==> src/core/fcs_pkg.sv <==
// Shared constants and types for the floppy command sequencer.
// Assumes a 10 MHz controller clock and a host that writes command bytes one at a time.
package fcs_pkg;

	localparam int CLK_MHZ = 10;
	// One step-rate unit is 1 ms; the step period is (16 - step rate code) units.
	localparam int STEP_UNIT_US = 1000;
	localparam int STEP_UNIT_CYCLES = STEP_UNIT_US * CLK_MHZ;
	localparam logic [4:0] STEP_RATE_SPAN = 5'h10;
	localparam logic [7:0] RECAL_MAX_STEPS = 8'h50;

	// Opcode values; the write-deleted-data match ignores the two top mode bits.
	localparam logic [7:0] OP_MODE_MASK = 8'h3f;
	localparam logic [7:0] OP_WRITE_DELETED = 8'h09;
	localparam logic [7:0] OP_RECALIBRATE = 8'h07;
	localparam logic [7:0] OP_SENSE_INT = 8'h08;
	localparam logic [7:0] OP_SEEK = 8'h0f;
	localparam logic [7:0] OP_DUMP_REGS = 8'h0e;

	localparam logic [3:0] PARAMS_WRITE = 4'h8;
	localparam logic [3:0] PARAMS_SEEK = 4'h2;
	localparam logic [3:0] PARAMS_RECAL = 4'h1;

	// Parameter byte positions after the command byte.
	localparam int P_SEL = 0;
	localparam int P_CYL = 1;
	localparam int P_HEAD = 2;
	localparam int P_SECT = 3;
	localparam int P_SIZE = 4;
	localparam int P_FINAL = 5;
	localparam int P_GAP = 6;
	localparam int P_DLEN = 7;
	localparam int P_TARGET = 1;

	localparam logic [3:0] RES_WRITE = 4'h7;
	localparam logic [3:0] RES_SENSE = 4'h2;
	localparam logic [3:0] RES_DUMP = 4'ha;
	localparam logic [3:0] RES_SINGLE = 4'h1;

	localparam logic [7:0] STAT0_INVALID = 8'h80;
	localparam logic [1:0] STAT0_NORMAL = 2'h0;
	localparam logic [1:0] STAT0_ABNORMAL = 2'h1;
	localparam logic [15:0] SECTOR_BASE_BYTES = 16'h0080;

	typedef enum logic [2:0] {
		FCS_WRITE_DELETED,
		FCS_RECALIBRATE,
		FCS_SENSE_INT,
		FCS_SEEK,
		FCS_DUMP_REGS,
		FCS_INVALID
	} fcs_cmd_t;

	typedef enum logic [2:0] {
		FCS_IDLE,
		FCS_PARAM,
		FCS_EXEC_WRITE,
		FCS_EXEC_SEEK,
		FCS_RESULT
	} fcs_state_t;

endpackage

==> src/core/fcs_step_if.sv <==
// Link between the command sequencer and its head stepper.
// Assumes both ends share the controller clock.
`timescale 1ns/1ps
interface fcs_step_if;
	logic go;
	logic recal;
	logic [7:0] target;
	logic [7:0] start_cyl;
	logic [3:0] step_rate_time;
	logic done;
	logic fail;
	logic [7:0] end_cyl;
	logic step;
	logic dir;

	modport seq (output go, recal, target, start_cyl, step_rate_time,
		input done, fail, end_cyl, step, dir);
	modport stepper (input go, recal, target, start_cyl, step_rate_time,
		output done, fail, end_cyl, step, dir);
endinterface

==> src/core/fcs_stepper.sv <==
// Head stepper: walks the head to a target cylinder or out to track 0.
// Assumes track0_i is synchronous and high while the head sits on track 0.
`timescale 1ns/1ps
module fcs_stepper #(
	parameter int STEP_UNIT_CYCLES = fcs_pkg::STEP_UNIT_CYCLES
) (
	input wire logic clock_i,
	input wire logic reset_i,
	input wire logic track0_i,
	fcs_step_if.stepper link
);

	typedef struct packed {
		logic busy;
		logic recal;
		logic [7:0] cur;
		logic [7:0] tgt;
		logic [19:0] timer;
		logic [7:0] nsteps;
		logic step;
		logic dir;
		logic done;
		logic fail;
	} fcs_step_state_t;

	fcs_step_state_t s;
	fcs_step_state_t next_s;
	logic [19:0] period;

	assign period = 20'(int'(fcs_pkg::STEP_RATE_SPAN - {1'b0, link.step_rate_time})
		* STEP_UNIT_CYCLES);

	always_comb begin
		next_s = s;
		next_s.step = 1'b0;
		next_s.done = 1'b0;
		if (!s.busy) begin
			if (link.go) begin
				next_s.busy = 1'b1;
				next_s.recal = link.recal;
				next_s.cur = link.start_cyl;
				next_s.tgt = link.target;
				next_s.timer = period;
				next_s.nsteps = 8'h00;
				next_s.fail = 1'b0;
			end
		end else if (s.timer != 20'h00000) begin
			next_s.timer = s.timer - 20'h00001;
		end else if (s.recal) begin
			if (track0_i) begin
				next_s.done = 1'b1;
				next_s.busy = 1'b0;
				next_s.cur = 8'h00;
			end else if (s.nsteps == fcs_pkg::RECAL_MAX_STEPS) begin
				next_s.done = 1'b1;
				next_s.fail = 1'b1;
				next_s.busy = 1'b0;
			end else begin
				next_s.step = 1'b1;
				next_s.dir = 1'b0;
				next_s.nsteps = s.nsteps + 8'h01;
				next_s.timer = period;
			end
		end else if (s.cur == s.tgt) begin
			next_s.done = 1'b1;
			next_s.busy = 1'b0;
		end else begin
			next_s.step = 1'b1;
			next_s.dir = (s.tgt > s.cur);
			next_s.cur = (s.tgt > s.cur) ? s.cur + 8'h01 : s.cur - 8'h01;
			next_s.timer = period;
		end
	end

	always_ff @(posedge clock_i or posedge reset_i) begin
		if (reset_i) begin
			s <= '0;
		end else begin
			s <= next_s;
		end
	end

	assign link.done = s.done;
	assign link.fail = s.fail;
	assign link.end_cyl = s.cur;
	assign link.step = s.step;
	assign link.dir = s.dir;

endmodule

==> src/core/fcs_top.sv <==
// Command-phase sequencer for write deleted data, recalibrate, sense interrupt,
// seek and register dump. Assumes the host writes and reads the data port one byte
// per strobe and that configuration fields arrive as stable inputs.
//
// Overview of operation
// - During execution sector bytes flow from the system out to the drive.
// - Write deleted data ends with three status bytes then cylinder, head, sector, size.
// - Recalibrate steps outward until track 0 or 80 steps, then interrupts; no result bytes.
// - Sense interrupt returns status zero and present cylinder of the last seek, or one byte 80h if no interrupt is pending.
// - Seek takes select and target cylinder, steps there, no result bytes.
// - Register dump returns four cylinders, timings, final sector, lock and config fields.
// - Unknown command does nothing and returns one status byte 80h.
`timescale 1ns/1ps
module fcs_top #(
	parameter int STEP_UNIT_CYCLES = fcs_pkg::STEP_UNIT_CYCLES
) (
	input wire logic clock_i,
	input wire logic reset_i,
	input wire logic fifo_wr_i,
	input wire logic [7:0] fifo_wdata_i,
	input wire logic fifo_rd_i,
	output logic [7:0] fifo_rdata_o,
	output logic result_valid_o,
	output logic cmd_busy_o,
	output logic irq_o,
	input wire logic sys_valid_i,
	input wire logic [7:0] sys_data_i,
	output logic sys_req_o,
	output logic [7:0] disk_wdata_o,
	output logic disk_wr_o,
	output logic step_o,
	output logic dir_o,
	output logic [1:0] drive_select_o,
	output logic head_select_o,
	input wire logic track0_i,
	input wire logic [3:0] step_rate_time_i,
	input wire logic [3:0] head_unload_time_i,
	input wire logic [6:0] head_load_time_i,
	input wire logic non_dma_flag_i,
	input wire logic lock_i,
	input wire logic [3:0] perp_drive_i,
	input wire logic perp_gap_i,
	input wire logic perp_write_gate_i,
	input wire logic implied_seek_enable_i,
	input wire logic fifo_disable_bit_i,
	input wire logic poll_disable_i,
	input wire logic [3:0] fifo_threshold_i,
	input wire logic [7:0] precomp_start_track_i
);

	typedef struct packed {
		fcs_pkg::fcs_state_t state;
		fcs_pkg::fcs_cmd_t cmd;
		logic [3:0] pidx;
		logic [3:0] need;
		logic [7:0][7:0] prm;
		logic [9:0][7:0] res;
		logic [3:0] rcnt;
		logic [3:0] ridx;
		logic [3:0][7:0] cyl;
		logic [7:0] final_sector;
		logic [7:0] sector;
		logic [15:0] bytecnt;
		logic [7:0] seek_stat0;
		logic [1:0] seek_drive;
		logic irq;
		logic go;
		logic recal;
		logic [7:0] target;
		logic [7:0] rdata;
		logic rvalid;
		logic busy;
		logic sys_req;
		logic [7:0] disk_wdata;
		logic disk_wr;
		logic step;
		logic dir;
		logic [1:0] drive;
		logic head;
	} fcs_state_rec_t;

	fcs_state_rec_t s;
	fcs_state_rec_t next_s;
	fcs_step_if step_link ();

	function automatic fcs_pkg::fcs_cmd_t fcs_decode(input logic [7:0] op);
		if ((op & fcs_pkg::OP_MODE_MASK) == fcs_pkg::OP_WRITE_DELETED) begin
			return fcs_pkg::FCS_WRITE_DELETED;
		end else if (op == fcs_pkg::OP_RECALIBRATE) begin
			return fcs_pkg::FCS_RECALIBRATE;
		end else if (op == fcs_pkg::OP_SENSE_INT) begin
			return fcs_pkg::FCS_SENSE_INT;
		end else if (op == fcs_pkg::OP_SEEK) begin
			return fcs_pkg::FCS_SEEK;
		end else if (op == fcs_pkg::OP_DUMP_REGS) begin
			return fcs_pkg::FCS_DUMP_REGS;
		end else begin
			return fcs_pkg::FCS_INVALID;
		end
	endfunction

	// A size code of zero means the data length byte gives the sector length.
	function automatic logic [15:0] fcs_sector_bytes(input logic [7:0] code,
		input logic [7:0] dlen);
		if (code == 8'h00) begin
			return {8'h00, dlen};
		end else begin
			return fcs_pkg::SECTOR_BASE_BYTES << code[2:0];
		end
	endfunction

	function automatic logic [7:0] fcs_stat0(input logic [1:0] code, input logic seek_end,
		input logic fault, input logic hd, input logic [1:0] ds);
		return {code, seek_end, fault, 1'b0, hd, ds};
	endfunction

	assign step_link.go = s.go;
	assign step_link.recal = s.recal;
	assign step_link.target = s.target;
	assign step_link.start_cyl = s.cyl[s.drive];
	assign step_link.step_rate_time = step_rate_time_i;

	fcs_stepper #(
		.STEP_UNIT_CYCLES(STEP_UNIT_CYCLES)
	) u_stepper (
		.clock_i(clock_i),
		.reset_i(reset_i),
		.track0_i(track0_i),
		.link(step_link.stepper)
	);

	always_comb begin
		next_s = s;
		next_s.go = 1'b0;
		next_s.disk_wr = 1'b0;
		case (s.state)
			fcs_pkg::FCS_IDLE: begin
				if (fifo_wr_i) begin
					next_s.cmd = fcs_decode(fifo_wdata_i);
					next_s.pidx = 4'h0;
					next_s.ridx = 4'h0;
					case (fcs_decode(fifo_wdata_i))
						fcs_pkg::FCS_WRITE_DELETED: begin
							next_s.need = fcs_pkg::PARAMS_WRITE;
							next_s.state = fcs_pkg::FCS_PARAM;
						end
						fcs_pkg::FCS_SEEK: begin
							next_s.need = fcs_pkg::PARAMS_SEEK;
							next_s.state = fcs_pkg::FCS_PARAM;
						end
						fcs_pkg::FCS_RECALIBRATE: begin
							next_s.need = fcs_pkg::PARAMS_RECAL;
							next_s.state = fcs_pkg::FCS_PARAM;
						end
						fcs_pkg::FCS_SENSE_INT: begin
							if (s.irq) begin
								next_s.res[0] = s.seek_stat0;
								next_s.res[1] = s.cyl[s.seek_drive];
								next_s.rcnt = fcs_pkg::RES_SENSE;
								next_s.irq = 1'b0;
							end else begin
								next_s.res[0] = fcs_pkg::STAT0_INVALID;
								next_s.rcnt = fcs_pkg::RES_SINGLE;
							end
							next_s.state = fcs_pkg::FCS_RESULT;
						end
						fcs_pkg::FCS_DUMP_REGS: begin
							next_s.res[0] = s.cyl[0];
							next_s.res[1] = s.cyl[1];
							next_s.res[2] = s.cyl[2];
							next_s.res[3] = s.cyl[3];
							next_s.res[4] = {step_rate_time_i, head_unload_time_i};
							next_s.res[5] = {head_load_time_i, non_dma_flag_i};
							next_s.res[6] = s.final_sector;
							next_s.res[7] = {lock_i, 1'b0, perp_drive_i, perp_gap_i,
								perp_write_gate_i};
							next_s.res[8] = {1'b0, implied_seek_enable_i, fifo_disable_bit_i,
								poll_disable_i, fifo_threshold_i};
							next_s.res[9] = precomp_start_track_i;
							next_s.rcnt = fcs_pkg::RES_DUMP;
							next_s.state = fcs_pkg::FCS_RESULT;
						end
						default: begin
							next_s.res[0] = fcs_pkg::STAT0_INVALID;
							next_s.rcnt = fcs_pkg::RES_SINGLE;
							next_s.state = fcs_pkg::FCS_RESULT;
						end
					endcase
				end
			end
			fcs_pkg::FCS_PARAM: begin
				if (fifo_wr_i) begin
					next_s.prm[s.pidx[2:0]] = fifo_wdata_i;
					next_s.pidx = s.pidx + 4'h1;
					if (s.pidx == 4'h0) begin
						next_s.drive = fifo_wdata_i[1:0];
						next_s.head = fifo_wdata_i[2];
					end
					if (s.pidx == s.need - 4'h1) begin
						if (s.cmd == fcs_pkg::FCS_WRITE_DELETED) begin
							next_s.sector = s.prm[fcs_pkg::P_SECT];
							next_s.final_sector = s.prm[fcs_pkg::P_FINAL];
							next_s.bytecnt = 16'h0000;
							next_s.state = fcs_pkg::FCS_EXEC_WRITE;
						end else begin
							next_s.recal = (s.cmd == fcs_pkg::FCS_RECALIBRATE);
							next_s.target = fifo_wdata_i;
							next_s.go = 1'b1;
							next_s.state = fcs_pkg::FCS_EXEC_SEEK;
						end
					end
				end
			end
			fcs_pkg::FCS_EXEC_WRITE: begin
				if (s.sys_req && sys_valid_i) begin
					next_s.disk_wdata = sys_data_i;
					next_s.disk_wr = 1'b1;
					if (s.bytecnt == fcs_sector_bytes(s.prm[fcs_pkg::P_SIZE],
						s.prm[fcs_pkg::P_DLEN]) - 16'h0001) begin
						next_s.bytecnt = 16'h0000;
						if (s.sector >= s.final_sector) begin
							next_s.res[0] = fcs_stat0(fcs_pkg::STAT0_NORMAL, 1'b0, 1'b0,
								s.head, s.drive);
							next_s.res[1] = 8'h00;
							next_s.res[2] = 8'h00;
							next_s.res[3] = s.prm[fcs_pkg::P_CYL];
							next_s.res[4] = s.prm[fcs_pkg::P_HEAD];
							next_s.res[5] = s.sector;
							next_s.res[6] = s.prm[fcs_pkg::P_SIZE];
							next_s.rcnt = fcs_pkg::RES_WRITE;
							next_s.state = fcs_pkg::FCS_RESULT;
						end else begin
							next_s.sector = s.sector + 8'h01;
						end
					end else begin
						next_s.bytecnt = s.bytecnt + 16'h0001;
					end
				end
			end
			fcs_pkg::FCS_EXEC_SEEK: begin
				if (step_link.done) begin
					next_s.cyl[s.drive] = step_link.end_cyl;
					next_s.seek_drive = s.drive;
					next_s.seek_stat0 = fcs_stat0(step_link.fail ? fcs_pkg::STAT0_ABNORMAL :
						fcs_pkg::STAT0_NORMAL, 1'b1, step_link.fail, s.head, s.drive);
					next_s.irq = 1'b1;
					next_s.state = fcs_pkg::FCS_IDLE;
				end
			end
			fcs_pkg::FCS_RESULT: begin
				if (fifo_rd_i) begin
					if (s.ridx == s.rcnt - 4'h1) begin
						next_s.ridx = 4'h0;
						next_s.state = fcs_pkg::FCS_IDLE;
					end else begin
						next_s.ridx = s.ridx + 4'h1;
					end
				end
			end
			default: begin
				next_s.state = fcs_pkg::FCS_IDLE;
			end
		endcase
		next_s.rdata = next_s.res[next_s.ridx];
		next_s.rvalid = (next_s.state == fcs_pkg::FCS_RESULT);
		next_s.busy = (next_s.state != fcs_pkg::FCS_IDLE);
		next_s.sys_req = (next_s.state == fcs_pkg::FCS_EXEC_WRITE);
		next_s.step = step_link.step;
		next_s.dir = step_link.dir;
	end

	always_ff @(posedge clock_i or posedge reset_i) begin
		if (reset_i) begin
			s <= '0;
		end else begin
			s <= next_s;
		end
	end

	assign fifo_rdata_o = s.rdata;
	assign result_valid_o = s.rvalid;
	assign cmd_busy_o = s.busy;
	assign irq_o = s.irq;
	assign sys_req_o = s.sys_req;
	assign disk_wdata_o = s.disk_wdata;
	assign disk_wr_o = s.disk_wr;
	assign step_o = s.step;
	assign dir_o = s.dir;
	assign drive_select_o = s.drive;
	assign head_select_o = s.head;

endmodule

==> config.mk <==
export PLATFORM = sky130hd
export DESIGN_NAME = fcs_top
export DESIGN_NICKNAME = d
export VERILOG_FILES = /design/src/core/fcs_pkg.sv /design/src/core/fcs_step_if.sv /design/src/core/fcs_stepper.sv /design/src/core/fcs_top.sv
export SDC_FILE = /design/constraint.sdc
export NUM_CORES = 1
export LEC_CHECK = 0
export BUFFER_PORTS_ARGS = -buffer_cell sky130_fd_sc_hd__buf_2
export CAP_MARGIN = 20
export CORE_ASPECT_RATIO = 1.25
export CORE_MARGIN = 3
export CORE_UTILIZATION = 45
export CTS_BUF_LIST = sky130_fd_sc_hd__clkbuf_4
export DETAILED_ROUTE_END_ITERATION = 8
export GPL_TIMING_DRIVEN = 0
export PLACE_DENSITY = 0.62
export SLEW_MARGIN = 20
export SYNTH_ARGS = -nofsm -noshare
export SYNTH_HDL_FRONTEND = slang
export SYNTH_HIERARCHICAL = 1
export SYNTH_SLANG_ARGS = --single-unit
export TNS_END_PERCENT = 20
==> constraint.sdc <==
create_clock -name clock_i -period 10.6 [get_ports clock_i]
set_input_delay 2.12 -clock clock_i [delete_from_list [all_inputs] [get_ports clock_i]]
set_output_delay 2.12 -clock clock_i [all_outputs]
set_load 0.01 [all_outputs]
After elaboration in Yosys (flattened, before gate mapping)
Index checks and enable logic that the tools add are counted.
{"block": "classes", "add_sub_neg": 12, "mul": 1, "order_cmp": 8, "n_eq_ne": 45, "shifts": 1, "n_mux": 101, "bitwise": 3, "n_reduce_logical": 36}
{"op": "$mux 60", "n": 3}
{"op": "$mux 24", "n": 5}
{"op": "$mux 8", "n": 15}
{"op": "$pmux 60 s2", "n": 1}
{"op": "$mux 88", "n": 1}
{"op": "$bwmux 64", "n": 1}
{"op": "$mux 16", "n": 4}
{"op": "$mux 64", "n": 1}
{"op": "$mux 20", "n": 3}
{"op": "$mux 30", "n": 2}
{"op": "$mux 3", "n": 17}
{"op": "$pmux 24 s2", "n": 1}
{"op": "$mux 46", "n": 1}
{"op": "$mux 10", "n": 4}
{"op": "$pmux 12 s3", "n": 1}
{"op": "$bmux 8 s2", "n": 2}
{"op": "$bmux 8 s4", "n": 1}
{"op": "$bwmux 32", "n": 1}
{"op": "$mul 32x11->16 const B", "n": 1}
{"op": "$ne 2x2->1 const B", "n": 16}
{"op": "$mux 28", "n": 1}
{"op": "$add 8x1->8 const B", "n": 3}
{"op": "$demux 8 s3", "n": 1}
{"op": "$eq 8x4->1 const B", "n": 3}
{"op": "53 further kinds", "n": 118}
{"block": "word_totals", "reg_bits": 324, "in_bits": 60, "output_inout_bits": 26, "wordCells": 264}

Longest topological paths before layout
Gate-level depths: netlist of the first run.
{"block": "logic_depth", "word_depth": 15, "depth_mapped": 19, "depth_no_buf": 15}

Modules after synthesis
Netlist of the first run, hierarchy kept.
{"mod": "fcs_top", "n_inst": 1, "cells_per_inst": 1282, "area_per_inst_um2": 13022.5, "seq_area_each_um2": 6356.1}
{"mod": "fcs_stepper", "n_inst": 1, "cells_per_inst": 450, "area_per_inst_um2": 3811.2, "seq_area_each_um2": 1251.2}

Worst setup path after synthesis of the first run
Ideal clock, no wire load.
{"block": "synth_path", "path_kind": "input-to-reg", "start": "in step_rate_time_i[0]", "end": "reg u_stepper/s[29] in the netlist's numbering", "setup_time_ps": 126, "arrival_time_ps": 5548, "required_ps": 10474, "path_slack_ps": 4927, "path_stages": 14, "n_path_buf": 1, "path_cell_list": "clkbuf_1 inv_1 ha_1 nor3b_1 ha_1 ha_1 fa_1 ha_1 nand3_1 a21oi_1 o31ai_1 a31oi_1 xor2_1 a221o_1"}
{"block": "synth_between", "elab_chain_cells": 7, "elab_cells_between_ends": 9, "classes_between": "add/sub: 1; mul: 1; mux: 7"}
{"item": "start: declaration", "line_no": "fcs_top.sv:36", "source": "input wire logic [3:0] step_rate_time_i,"}
{"item": "$sub 5x4->6 (*)", "line_no": "fcs_stepper.sv:30", "source": "assign period = 20'(int'(fcs_pkg::STEP_RATE_SPAN - {1'b0, link.step_rate_time})"}
{"item": "$mul 32x11->16 (*)", "line_no": "fcs_stepper.sv:31", "source": "* STEP_UNIT_CYCLES);"}
{"item": "$mux 30", "line_no": "fcs_stepper.sv:54", "source": "end else if (s.nsteps == fcs_pkg::RECAL_MAX_STEPS) begin"}
{"item": "$mux 30", "line_no": "fcs_stepper.sv:50", "source": "if (track0_i) begin"}
{"item": "$mux 20", "line_no": "fcs_stepper.sv:49", "source": "end else if (s.recal) begin"}
{"item": "$mux 20", "line_no": "fcs_stepper.sv:47", "source": "end else if (s.timer != 20'h00000) begin"}
{"item": "$mux 28 (*)", "line_no": "fcs_stepper.sv:37", "source": "if (!s.busy) begin"}
{"item": "end signal: assignment", "line_no": "fcs_stepper.sv:79", "source": "s <= next_s;"}
{"item": "end: declaration", "line_no": "fcs_stepper.sv:26", "source": "fcs_step_state_t s;"}
Mark *: on every way between the ends. The rest lies on a longest branch, timed or not. The select of a mux whose other input is x is not followed.
A chain may end at the register's enable or synchronous reset.

Worst setup path after layout of the first run
Same ends and word-level chain as after synthesis.

==> out/results.txt, run 1 <==
Status = complete, no violations
Area Growth Syn to Fin = 12.3%
Core Box Area = 36600 µm²
Hold path start = u_stepper/link.step
R2R Path Start = s[233]
Sw frac = 33.4%
Hold Crit Endpoint = step_o
Worst Hold Depth = 0
Clk pwr share = 34.2%
Synthesized cell area = 16800 µm²
Routability Congestion = 0.909
Vias in the first global route = 14.2k
Seq/Total Area, Yosys = 45.2%
Via Count = 14.3k
Cts hold-fix bufs = 0
Ports = 86
Post-layout util = 51.7%
Setup bufs post-CTS = 0
Post_cts resized = 0
Hold/Removal Path Class = reg -> reg
FFs w/ async S/R, synth = 100%
Final instance area = 18900 µm²
Clk_skew = 0.0417 ns
TritonCTS clock tree = built
DP Area = 17900 µm²
Remaining Overflow, GRT = 0
Clk buf depth = 3
Relative slew slack = 37.7%
Total GRT Usage = 25.7%
Worst Setup Path Type = in -> reg
Largest net degree at the start of global routing = 102
Final ANT Viol Nets = 0
First-pass GRT wire length = 79100 µm
Syn Inst Count = 1732
Clock Sinks = 304
Post-synthesis cell type count = 95
Critical path required time = 11.24 ns
Power per cell area = 157 nW/µm²
Routed WL = 50800 µm
P_int = 1980 µW
R2r worst-path depth = 17
Hold Vio Cnt, Final = 0
Max-capacitance violation count = 0
Layout Cells excl Fill = 2428
Initial antenna violation count = 1
Placed insts = 2297
Vias per std cell = 5.87
# nets final = 2018
Initial core utilization = 46.0%
Crit Path Max Fanout = 7
# rows = 78
Synth Flop Type = dfrtp_1
Post-Syn Area per Cell = 9.72 µm²
Die Span X = 179 µm
Peak VDD IR = 0.0907 mV
Final setup viols = 0
Total power = 2970 µW
RSZ-0062 raised after global routing = no
Reg2Reg Setup Slack = 5.06 ns
Slew @ Worst Pin = 0.929 ns
TritonRoute pass-1 iters = 8
Fin crit period = 5.78 ns
Commonest non-fill, non-tap cell in the layout = dfrtp_1
Setup crit end kind = register
Leakage = 0.00916 µW
F_max = 0.173 GHz
DP Wirelength = 37300 µm
Port Buffer Count = 82
Worst-path clk slew = 0.06 ns
Die ar. = 39800 µm²
Number of H-tree levels = 3
Die extent in y = 222 µm
Max-slew violations = 0
CTS buffer count = 83
Clk root buf = clkbuf_4
Share of cells above drive strength 1 = 21.2%
Most frequent cells in the layout = dfrtp_1 (304), nand2_1 (294), clkbuf_4 (115), nor2_1 (101), mux2_2 (101)
Switching pwr = 992 µW
Comb power frac = 23.8%
Tcrit/Tclk final = 54.5%
Hold_ws = 0.390 ns
Violation count after the first detailed-route iteration = 1091
WL/cell = 20.9 µm
Yosys warnings = 6
Setup crit start kind = input port
Number of flops mapped to enable cells by yosys = 0
FF-to-FF End = fifo_rdata_o[0]
Reg power frac = 41.9%
Clk_lat worst skew = 0.77 ns
Critical Path AT = 6.42 ns
Syn Nets = 1848
Residual DRC = 0
#FFs+latches synth = 304
[per-stage QoR]
step                setup WS [ns]  TNS, ns
floorplan                    1.49        0
global placement            -1.57  -394.11
detailed placement           3.63        0
CTS                          4.48        0
global route                 4.63        0
finish                       4.82        0
[flip-flops by register name, indices dropped and copies added (netlist names), 2 cells and up]
| name | cells |
|---|---|
| u_stepper/link.end_cyl | 8 |
| drive_select_o | 2 |
| fifo_rdata_o | 8 |
| u_stepper/s | 38 |
| disk_wdata_o | 8 |
| step_link.target | 8 |
| s | 218 |
[synthesized netlist by cell type (6+ instances only)]
cell,instances,area share (%)
xor2_1,23,1.2
nand3_1,55,1.6
a211oi_1,10,0.45
nand2b_1,16,0.59
nor2b_1,15,0.56
mux2_2,101,6.8
a22oi_1,32,1.4
dfrtp_1,304,45
and2_1,12,0.45
buf_6,6,0.40
or3_1,11,0.41
a22o_1,9,0.47
a221o_1,8,0.48
ha_1,54,4.0
buf_2,10,0.30
buf_1,10,0.22
nor4_1,11,0.41
o21ai_0,85,2.5
nor3_1,35,1.0
mux4_2,16,2.1
o2bb2ai_1,8,0.42
nand4_1,15,0.56
xnor2_1,18,0.94
nor2_1,101,2.3
clkbuf_1,56,1.2
a21o_1,12,0.54
a31oi_1,21,0.78
buf_4,26,1.2
and3_1,26,0.97
o221ai_1,6,0.31
o211ai_1,14,0.62
nand2_1,294,6.6
a21oi_1,77,2.3
o21ai_1,17,0.51
o22ai_1,7,0.26
nor3b_1,11,0.49
inv_1,56,1.2
o31ai_1,11,0.49
a311oi_1,6,0.31
[critical path, cell delays in order]
cell and delay [ns]:
buf_2 0.19, clkbuf_1 0.41, inv_1 0.14, ha_1 0.25, xnor2_1 0.48, ha_1 0.36
ha_1 0.21, fa_1 0.46, ha_1 0.37, nand3_1 0.10, a21oi_1 0.07, o31ai_1 0.48
a31oi_1 0.27, xor2_1 0.20, a221o_1 0.30
[per-layer routing]
| metal | up-vias | GRT usage [%] | part of all wire, % |
|---|---|---|---|
| met5 | - | 0 | 0 |
| met4 | 0 | 12.6 | 4.6 |
| met3 | 139 | 5.28 | 6.4 |
| met2 | 509 | 42.8 | 49 |
| met1 | 7018 | 31.5 | 40 |
| li1 | 6589 | - | - |
[logic make-up after synthesis]
logic type	after synthesis	share of synthesized area [%]
compound gates	384	15.2
xor+xnor	42	2.27
fa+ha+maj	56	4.25
buf+inv	169	4.70
flops	304	45.2
mux	122	9.19
simple gates	655	19.2
[worst max-delay path by stage]
stage,start,endpoint,slack [ns],cells past startpoint
after detailed placement,step_rate_time_i[0],u_stepper/s[29],3.63,15
after global placement,reset_i,s[116],-1.57,2
after floorplan,reset_i,cmd_busy_o,1.49,1
after global routing,step_rate_time_i[0],u_stepper/s[29],4.63,15
after CTS,step_rate_time_i[0],u_stepper/s[29],4.48,15
final,step_rate_time_i[0],u_stepper/s[29],4.82,15
[cell type report]
cell class,count,area [µm²]
antenna,2,5.00
inverter,60,235
tap,480,601
fill,3410,17700
clock buffer,115,863
multi-input combinational,1259,8480
clock inverter,14,82.6
sequential,304,7610
timing repair buffer,85,470
buffer,109,566
[power by group through the flow]
stage	registers (µW)	logic (µW)	clock network (µW)
2_1_floorplan	1260	455	0
4_1_cts	1240	698	1040
3_5_place_dp	1270	696	0
5_1_grt	1250	757	1100
3_3_place_gp	1270	688	0
6_report	1250	708	1020
Note: power is estimated with default switching activity, not from simulation.
==> inputs of run 2 (changes only) <==
--- a/config.mk
+++ b/config.mk
@@ -13,7 +13,7 @@
 export CTS_BUF_LIST = sky130_fd_sc_hd__clkbuf_4
 export DETAILED_ROUTE_END_ITERATION = 8
 export GPL_TIMING_DRIVEN = 0
-export PLACE_DENSITY = 0.62
+export PLACE_DENSITY = 0.64
 export SLEW_MARGIN = 20
 export SYNTH_ARGS = -nofsm -noshare
 export SYNTH_HDL_FRONTEND = slang
==> constraint.sdc (replaced) <==
create_clock -name clock_i -period 5.2 [get_ports clock_i]
set_input_delay 1.04 -clock clock_i [delete_from_list [all_inputs] [get_ports clock_i]]
set_output_delay 1.04 -clock clock_i [all_outputs]
set_load 0.01 [all_outputs]
==> out/results.txt, run 2 (synthesis gave the netlist of run 1 again) <==
P_int = 4090 µW
Die Span X = 179 µm
Initial antenna violation count = 1
Via Count = 14.4k
# fillers = 3409
TritonCTS clock tree = built
Most frequent cells in the layout = dfrtp_1 (304), nand2_1 (294), clkbuf_4 (115), nor2_1 (101), mux2_2 (101)
Hold/Removal Path Class = in -> async
Sw frac = 33.3%
R2R Path Start = s[231]
Number of H-tree levels = 3
Final setup viols = 0
Max-capacitance violation count = 0
Setup crit start kind = input port
Violation count after the first detailed-route iteration = 1058
Peak VDD IR = 0.162 mV
Largest net degree at the start of global routing = 35
Clk root buf = clkbuf_4
Residual DRC = 0
Die extent in y = 222 µm
Clk buf depth = 3
Clk_skew = 0.0491 ns
Core Box Area = 36600 µm²
Remaining Overflow, GRT = 0
Hold Vio Cnt, Final = 0
Die ar. = 39800 µm²
Worst-path clk slew = 0.07 ns
# nets final = 2031
Routed WL = 50700 µm
# rows = 78
Area Growth Syn to Fin = 13.8%
Setup crit end kind = register
Switching pwr = 2040 µW
Setup_tns = 0 ns
Critical Path AT = 5.54 ns
Crit Path Max Fanout = 7
Status = complete, no violations
Final worst slack = 0.315 ns
DP Wirelength = 37200 µm
Routability Congestion = 0.920
Reg with most FFs = s
Relative slew slack = 29.2%
Total power = 6130 µW
Fin crit period = 4.88 ns
Total GRT Usage = 25.8%
Final ANT Viol Nets = 0
First-pass GRT wire length = 80200 µm
Footprint of the multi-input gates = 8490 µm²
RSZ-0062 raised after global routing = no
TritonRoute pass-1 iters = 7
Vias in the first global route = 14.5k
Commonest non-fill, non-tap cell in the layout = dfrtp_1
Max-slew violations = 0
F_max = 0.205 GHz
Clk pwr share = 34.5%
Ports = 86
CP Launch Point = step_rate_time_i[0]
Slew @ Worst Pin = 1.06 ns
Leakage = 0.00927 µW
Critical path required time = 5.85 ns
Largest register FFs = 218
Share of cells above drive strength 1 = 21.9%
Register Area = 7610 µm²
WL/cell = 20.7 µm
Pre-CTS setup slack = -0.335 ns
CTS buffer count = 83
Clk_lat worst skew = 0.77 ns
Clock Sinks = 304
Largest regs = s x218, u_stepper/s x38
Initial core utilization = 46.0%
Comb power frac = 24.1%
Worst Setup Path Type = in -> reg
Tcrit/Tclk final = 93.9%
Port Buffer Count = 82
Vias per std cell = 5.87
Power per cell area = 320 nW/µm²
Reg power frac = 41.5%
## run 2: cell count changes in the layout (fill, tap and decap cells not counted), moves of 2 or more
cell and change:
buf_12 +10, clkinv_2 -2, clkbuf_1 -3, clkinv_1 +10, buf_16 -2, buf_4 +6
clkinvlp_4 +2
## run 2: path summary, 6_finish.rpt
path	endpoint	slack [ns]	depth (start not counted)
setup reg to reg	fifo_rdata_o[0]	0.32	17
hold reg to reg	step_o	0.38	0
max in group asynchronous	s[134]	3.71	5
min in group clock_i	step_o	0.38	0
hold / removal	u_stepper/s[25]	0.37	2
setup / recovery	u_stepper/s[29]	0.32	15
## run 2: layout make-up
type,instances,area share (%)
multi-input cells,1259,44.3
inverters,60,1.20
flip-flops and latches,304,39.7
diodes,1,0.0131
clock buffers,113,4.43
well taps,480,3.13
repair buffers,99,3.45
plain buffers,108,2.97
clock inverters,24,0.771
## run 2: metrics by stage
stage	util, %	hold WS [ns]	std cells	cell area, µm²
global placement	48.8	0.356	2294	17800
CTS	52.3	0.315	2446	19100
detailed placement	49.4	0.369	2305	18100
global route	52.4	0.371	2448	19200
finish	52.4	0.374	2448	19200
floorplan	-	0.331	1732	16800
## run 2: power groups by stage
stage / Sequential, µW / Clock (µW) / Combinational, µW
CTS: 2540 / 2180 / 1440
finish: 2540 / 2110 / 1470
global placement: 2580 / 0 / 1400
global route: 2550 / 2300 / 1580
floorplan: 2560 / 0 / 928
detailed placement: 2580 / 0 / 1430
## run 2: repair_timing
action / CTS / global route
pin swaps: 3 / 2
setup endpoints to repair: 8 / 6
gates resized for setup: 3 / 8
hold buffers: 0 / 0
setup buffers: 5 / 1
## run 2: metal layers
layer / wire length, µm / share of wire [%] / GRT usage (%)
met3: 3140 / 6.2 / 4.79
met5: 0 / 0 / 0
met1: 20600 / 41 / 32.1
met4: 2010 / 4.0 / 12.3
met2: 25000 / 49 / 42.9
## run 2: critical path, stage by stage
cell      delay [ns]
buf_2           0.17
clkbuf_1        0.27
inv_1           0.17
ha_1            0.19
nor3b_1         0.86
ha_1            0.38
ha_1            0.30
fa_1            0.49
ha_1            0.37
nand3_1         0.10
a21oi_1         0.07
o31ai_1         0.40
a31oi_1         0.22
xor2_1          0.18
a221o_1         0.32
==> inputs of run 3 (changes only) <==
--- a/config.mk
+++ b/config.mk
@@ -5,15 +5,16 @@
 export SDC_FILE = /design/constraint.sdc
 export NUM_CORES = 1
 export LEC_CHECK = 0
+export ABC_AREA = 1
 export BUFFER_PORTS_ARGS = -buffer_cell sky130_fd_sc_hd__buf_2
 export CAP_MARGIN = 20
 export CORE_ASPECT_RATIO = 1.25
 export CORE_MARGIN = 3
-export CORE_UTILIZATION = 45
+export CORE_UTILIZATION = 50
 export CTS_BUF_LIST = sky130_fd_sc_hd__clkbuf_4
 export DETAILED_ROUTE_END_ITERATION = 8
 export GPL_TIMING_DRIVEN = 0
-export PLACE_DENSITY = 0.64
+export PLACE_DENSITY = 0.7
 export SLEW_MARGIN = 20
 export SYNTH_ARGS = -nofsm -noshare
 export SYNTH_HDL_FRONTEND = slang
==> out/results.txt, run 3 <==
Status = complete, no violations
F_max = 0.254 GHz
Routability Congestion = 0.944
Port Buffer Count = 85
Residual DRC = 0
Tcrit/Tclk final = 75.7%
# rows = 77
TritonCTS clock tree = built
Synth top cells by count = nand2_1 (743), dfrtp_1 (304), inv_1 (264), o21ai_0 (188), nand3_1 (170)
Slew @ Worst Pin = 0.947 ns
Post-Syn Area per Cell = 7.49 µm²
Vias per std cell = 5.55
Largest register FFs = 218
Final setup viols = 0
Initial antenna violation count = 2
Vias in the first global route = 16.9k
Crit Path Max Fanout = 10
Reg2Reg Setup Slack = 1.26 ns
Worst Setup Path Type = reg -> reg
Violation count after the first detailed-route iteration = 1553
Cts hold-fix bufs = 0
Max-capacitance violation count = 0
Final worst slack = 1.26 ns
First-pass GRT wire length = 87800 µm
Bufs and invs on worst path = 4
Synth Flop Type = dfrtp_1
Post_cts resized = 0
Number of flops mapped to enable cells by yosys = 0
Largest delay contributor family on the critical path = simple AND/OR/NAND/NOR gates
Setup crit start kind = register
Reg with most FFs = s
Clk root buf = clkbuf_4
Initial core utilization = 50.9%
Setup bufs post-CTS = 0
#FFs+latches synth = 304
Seq/Total Area, Yosys = 42.1%
Via Count = 17.3k
Die ar. = 38400 µm²
Total GRT Usage = 28.6%
Critical path's most frequent cell = nand2_1
R2r worst-path depth = 26
Largest regs = s x218, u_stepper/s x38
Synthesized cell area = 18100 µm²
Clk_skew = 0.0559 ns
Remaining Overflow, GRT = 0
Power per cell area = 238 nW/µm²
CTS buffer count = 83
Setup crit end kind = register
WL/cell = 17.4 µm
Hold/Removal Path Class = reg -> reg
Fin crit period = 3.94 ns
FFs w/ async S/R, synth = 100%
Die Span X = 176 µm
Most frequent cells in the layout = nand2_1 (743), dfrtp_1 (304), inv_1 (262), o21ai_0 (188), nand3_1 (170)
Largest cells by area after synthesis = dfrtp_1 (42%), nand2_1 (15%), inv_1 (5.5%)
Clk buf depth = 3
Commonest non-fill, non-tap cell in the layout = nand2_1
Worst-path clk slew = 0.06 ns
Hold Vio Cnt, Final = 0
R2R Path Start = s[231]
Critical path required time = 5.87 ns
Number of H-tree levels = 3
Final ANT Viol Nets = 0
Worst Hold Depth = 0
Syn Inst Count = 2411
Core Box Area = 35500 µm²
Peak VDD IR = 0.203 mV
Post-layout util = 57.2%
Max-slew violations = 0
Leakage = 0.0108 µW
Largest net degree at the start of global routing = 51
Hold path start = u_stepper/link.step
FF-to-FF End = fifo_rdata_o[7]
Post-synth top area share = 42.1%
Synth area leader = dfrtp_1
RSZ-0062 raised after global routing = no
Critical Path AT = 4.61 ns
Crit-path slowest cell = dfrtp_1
Syn Nets = 2527
Area Growth Syn to Fin = 12.3%
Ports = 86
Die extent in y = 218 µm
Relative slew slack = 36.4%
TritonRoute pass-1 iters = 6
Share of cells above drive strength 1 = 13.8%
Routed WL = 54300 µm
Pre-CTS setup slack = 0.612 ns
Clk_lat worst skew = 0.80 ns
DP Wirelength = 40900 µm
Yosys warnings = 6
Count leader, synth = nand2_1
Hold Crit Endpoint = step_o
Clock Sinks = 304
Post-synthesis cell type count = 59
# nets final = 2705
Delay of the slowest critical-path stage = 0.36 ns
run 3: layout make-up:
cell class              instances  area (µm²)
fillers                      3402       15200
multi-input cells            1725        8810
flip-flops and latches        304        7610
inverters                     281        1060
clock buffers                 111         833
repair buffers                 93         593
well taps                     474         593
plain buffers                 101         582
clock inverters                33         194
diodes                          3        7.51
run 3: kinds of logic after synthesis:
group | after synthesis | synth area share, %
buf+inv | 382 | 9.07
simple gates | 1215 | 29.5
compound gates | 403 | 12.8
xor+xnor | 45 | 2.18
fa+ha+maj | 56 | 3.96
mux | 6 | 0.367
flops | 304 | 42.1
run 3: stage by stage:
step	std cells	TNS, ns	area (µm²)	hold WS [ns]	total power, µW
6_report	3125	0	20300	0.342	4830
5_1_grt	3124	0	20300	0.355	5050
4_1_cts	3122	0	20300	0.343	4890
3_5_place_dp	2978	0	19200	0.336	2690
3_3_place_gp	2970	-207.10	19100	0.337	2670
2_1_floorplan	2411	0	18100	0.331	2580
run 3: per-layer routing:
metal	vias up	GRT usage (%)	share of wire, %
li1	8268	-	-
met1	8236	35.6	41
met4	2	13.8	4.2
met3	135	4.87	6.6
met2	697	48.3	48
met5	-	0	0.026
run 3: worst max-delay path by stage:
| stage | depth (start not counted) | to | from |
|---|---|---|---|
| after global placement | 2 | s[62] | reset_i |
| final | 26 | fifo_rdata_o[7] | s[231] |
| after CTS | 26 | fifo_rdata_o[7] | s[230] |
| after detailed placement | 19 | u_stepper/s[30] | step_rate_time_i[0] |
| after floorplan | 1 | cmd_busy_o | reset_i |
| after global routing | 15 | fifo_rdata_o[3] | s[275] |
run 3: report_power, final:
part           internal (µW)  switching, µW  leakage [µW]  total (µW)
clock network           1100           1090      0.000605        2180
registers               2370           8.48       0.00387        2380
logic                   87.7            182       0.00637         269
run 3: worst register-to-register path: cells and delay by family (launching register included):
family	cells	cell delay, ns
AOI/OAI and AO/OA	1	0.15
xor gates and xnor gates	1	0.21
adders and majority gates	1	0.27
buffers and inverters	4	0.74
DFF	1	0.36
and+or+nand+nor	19	2.09
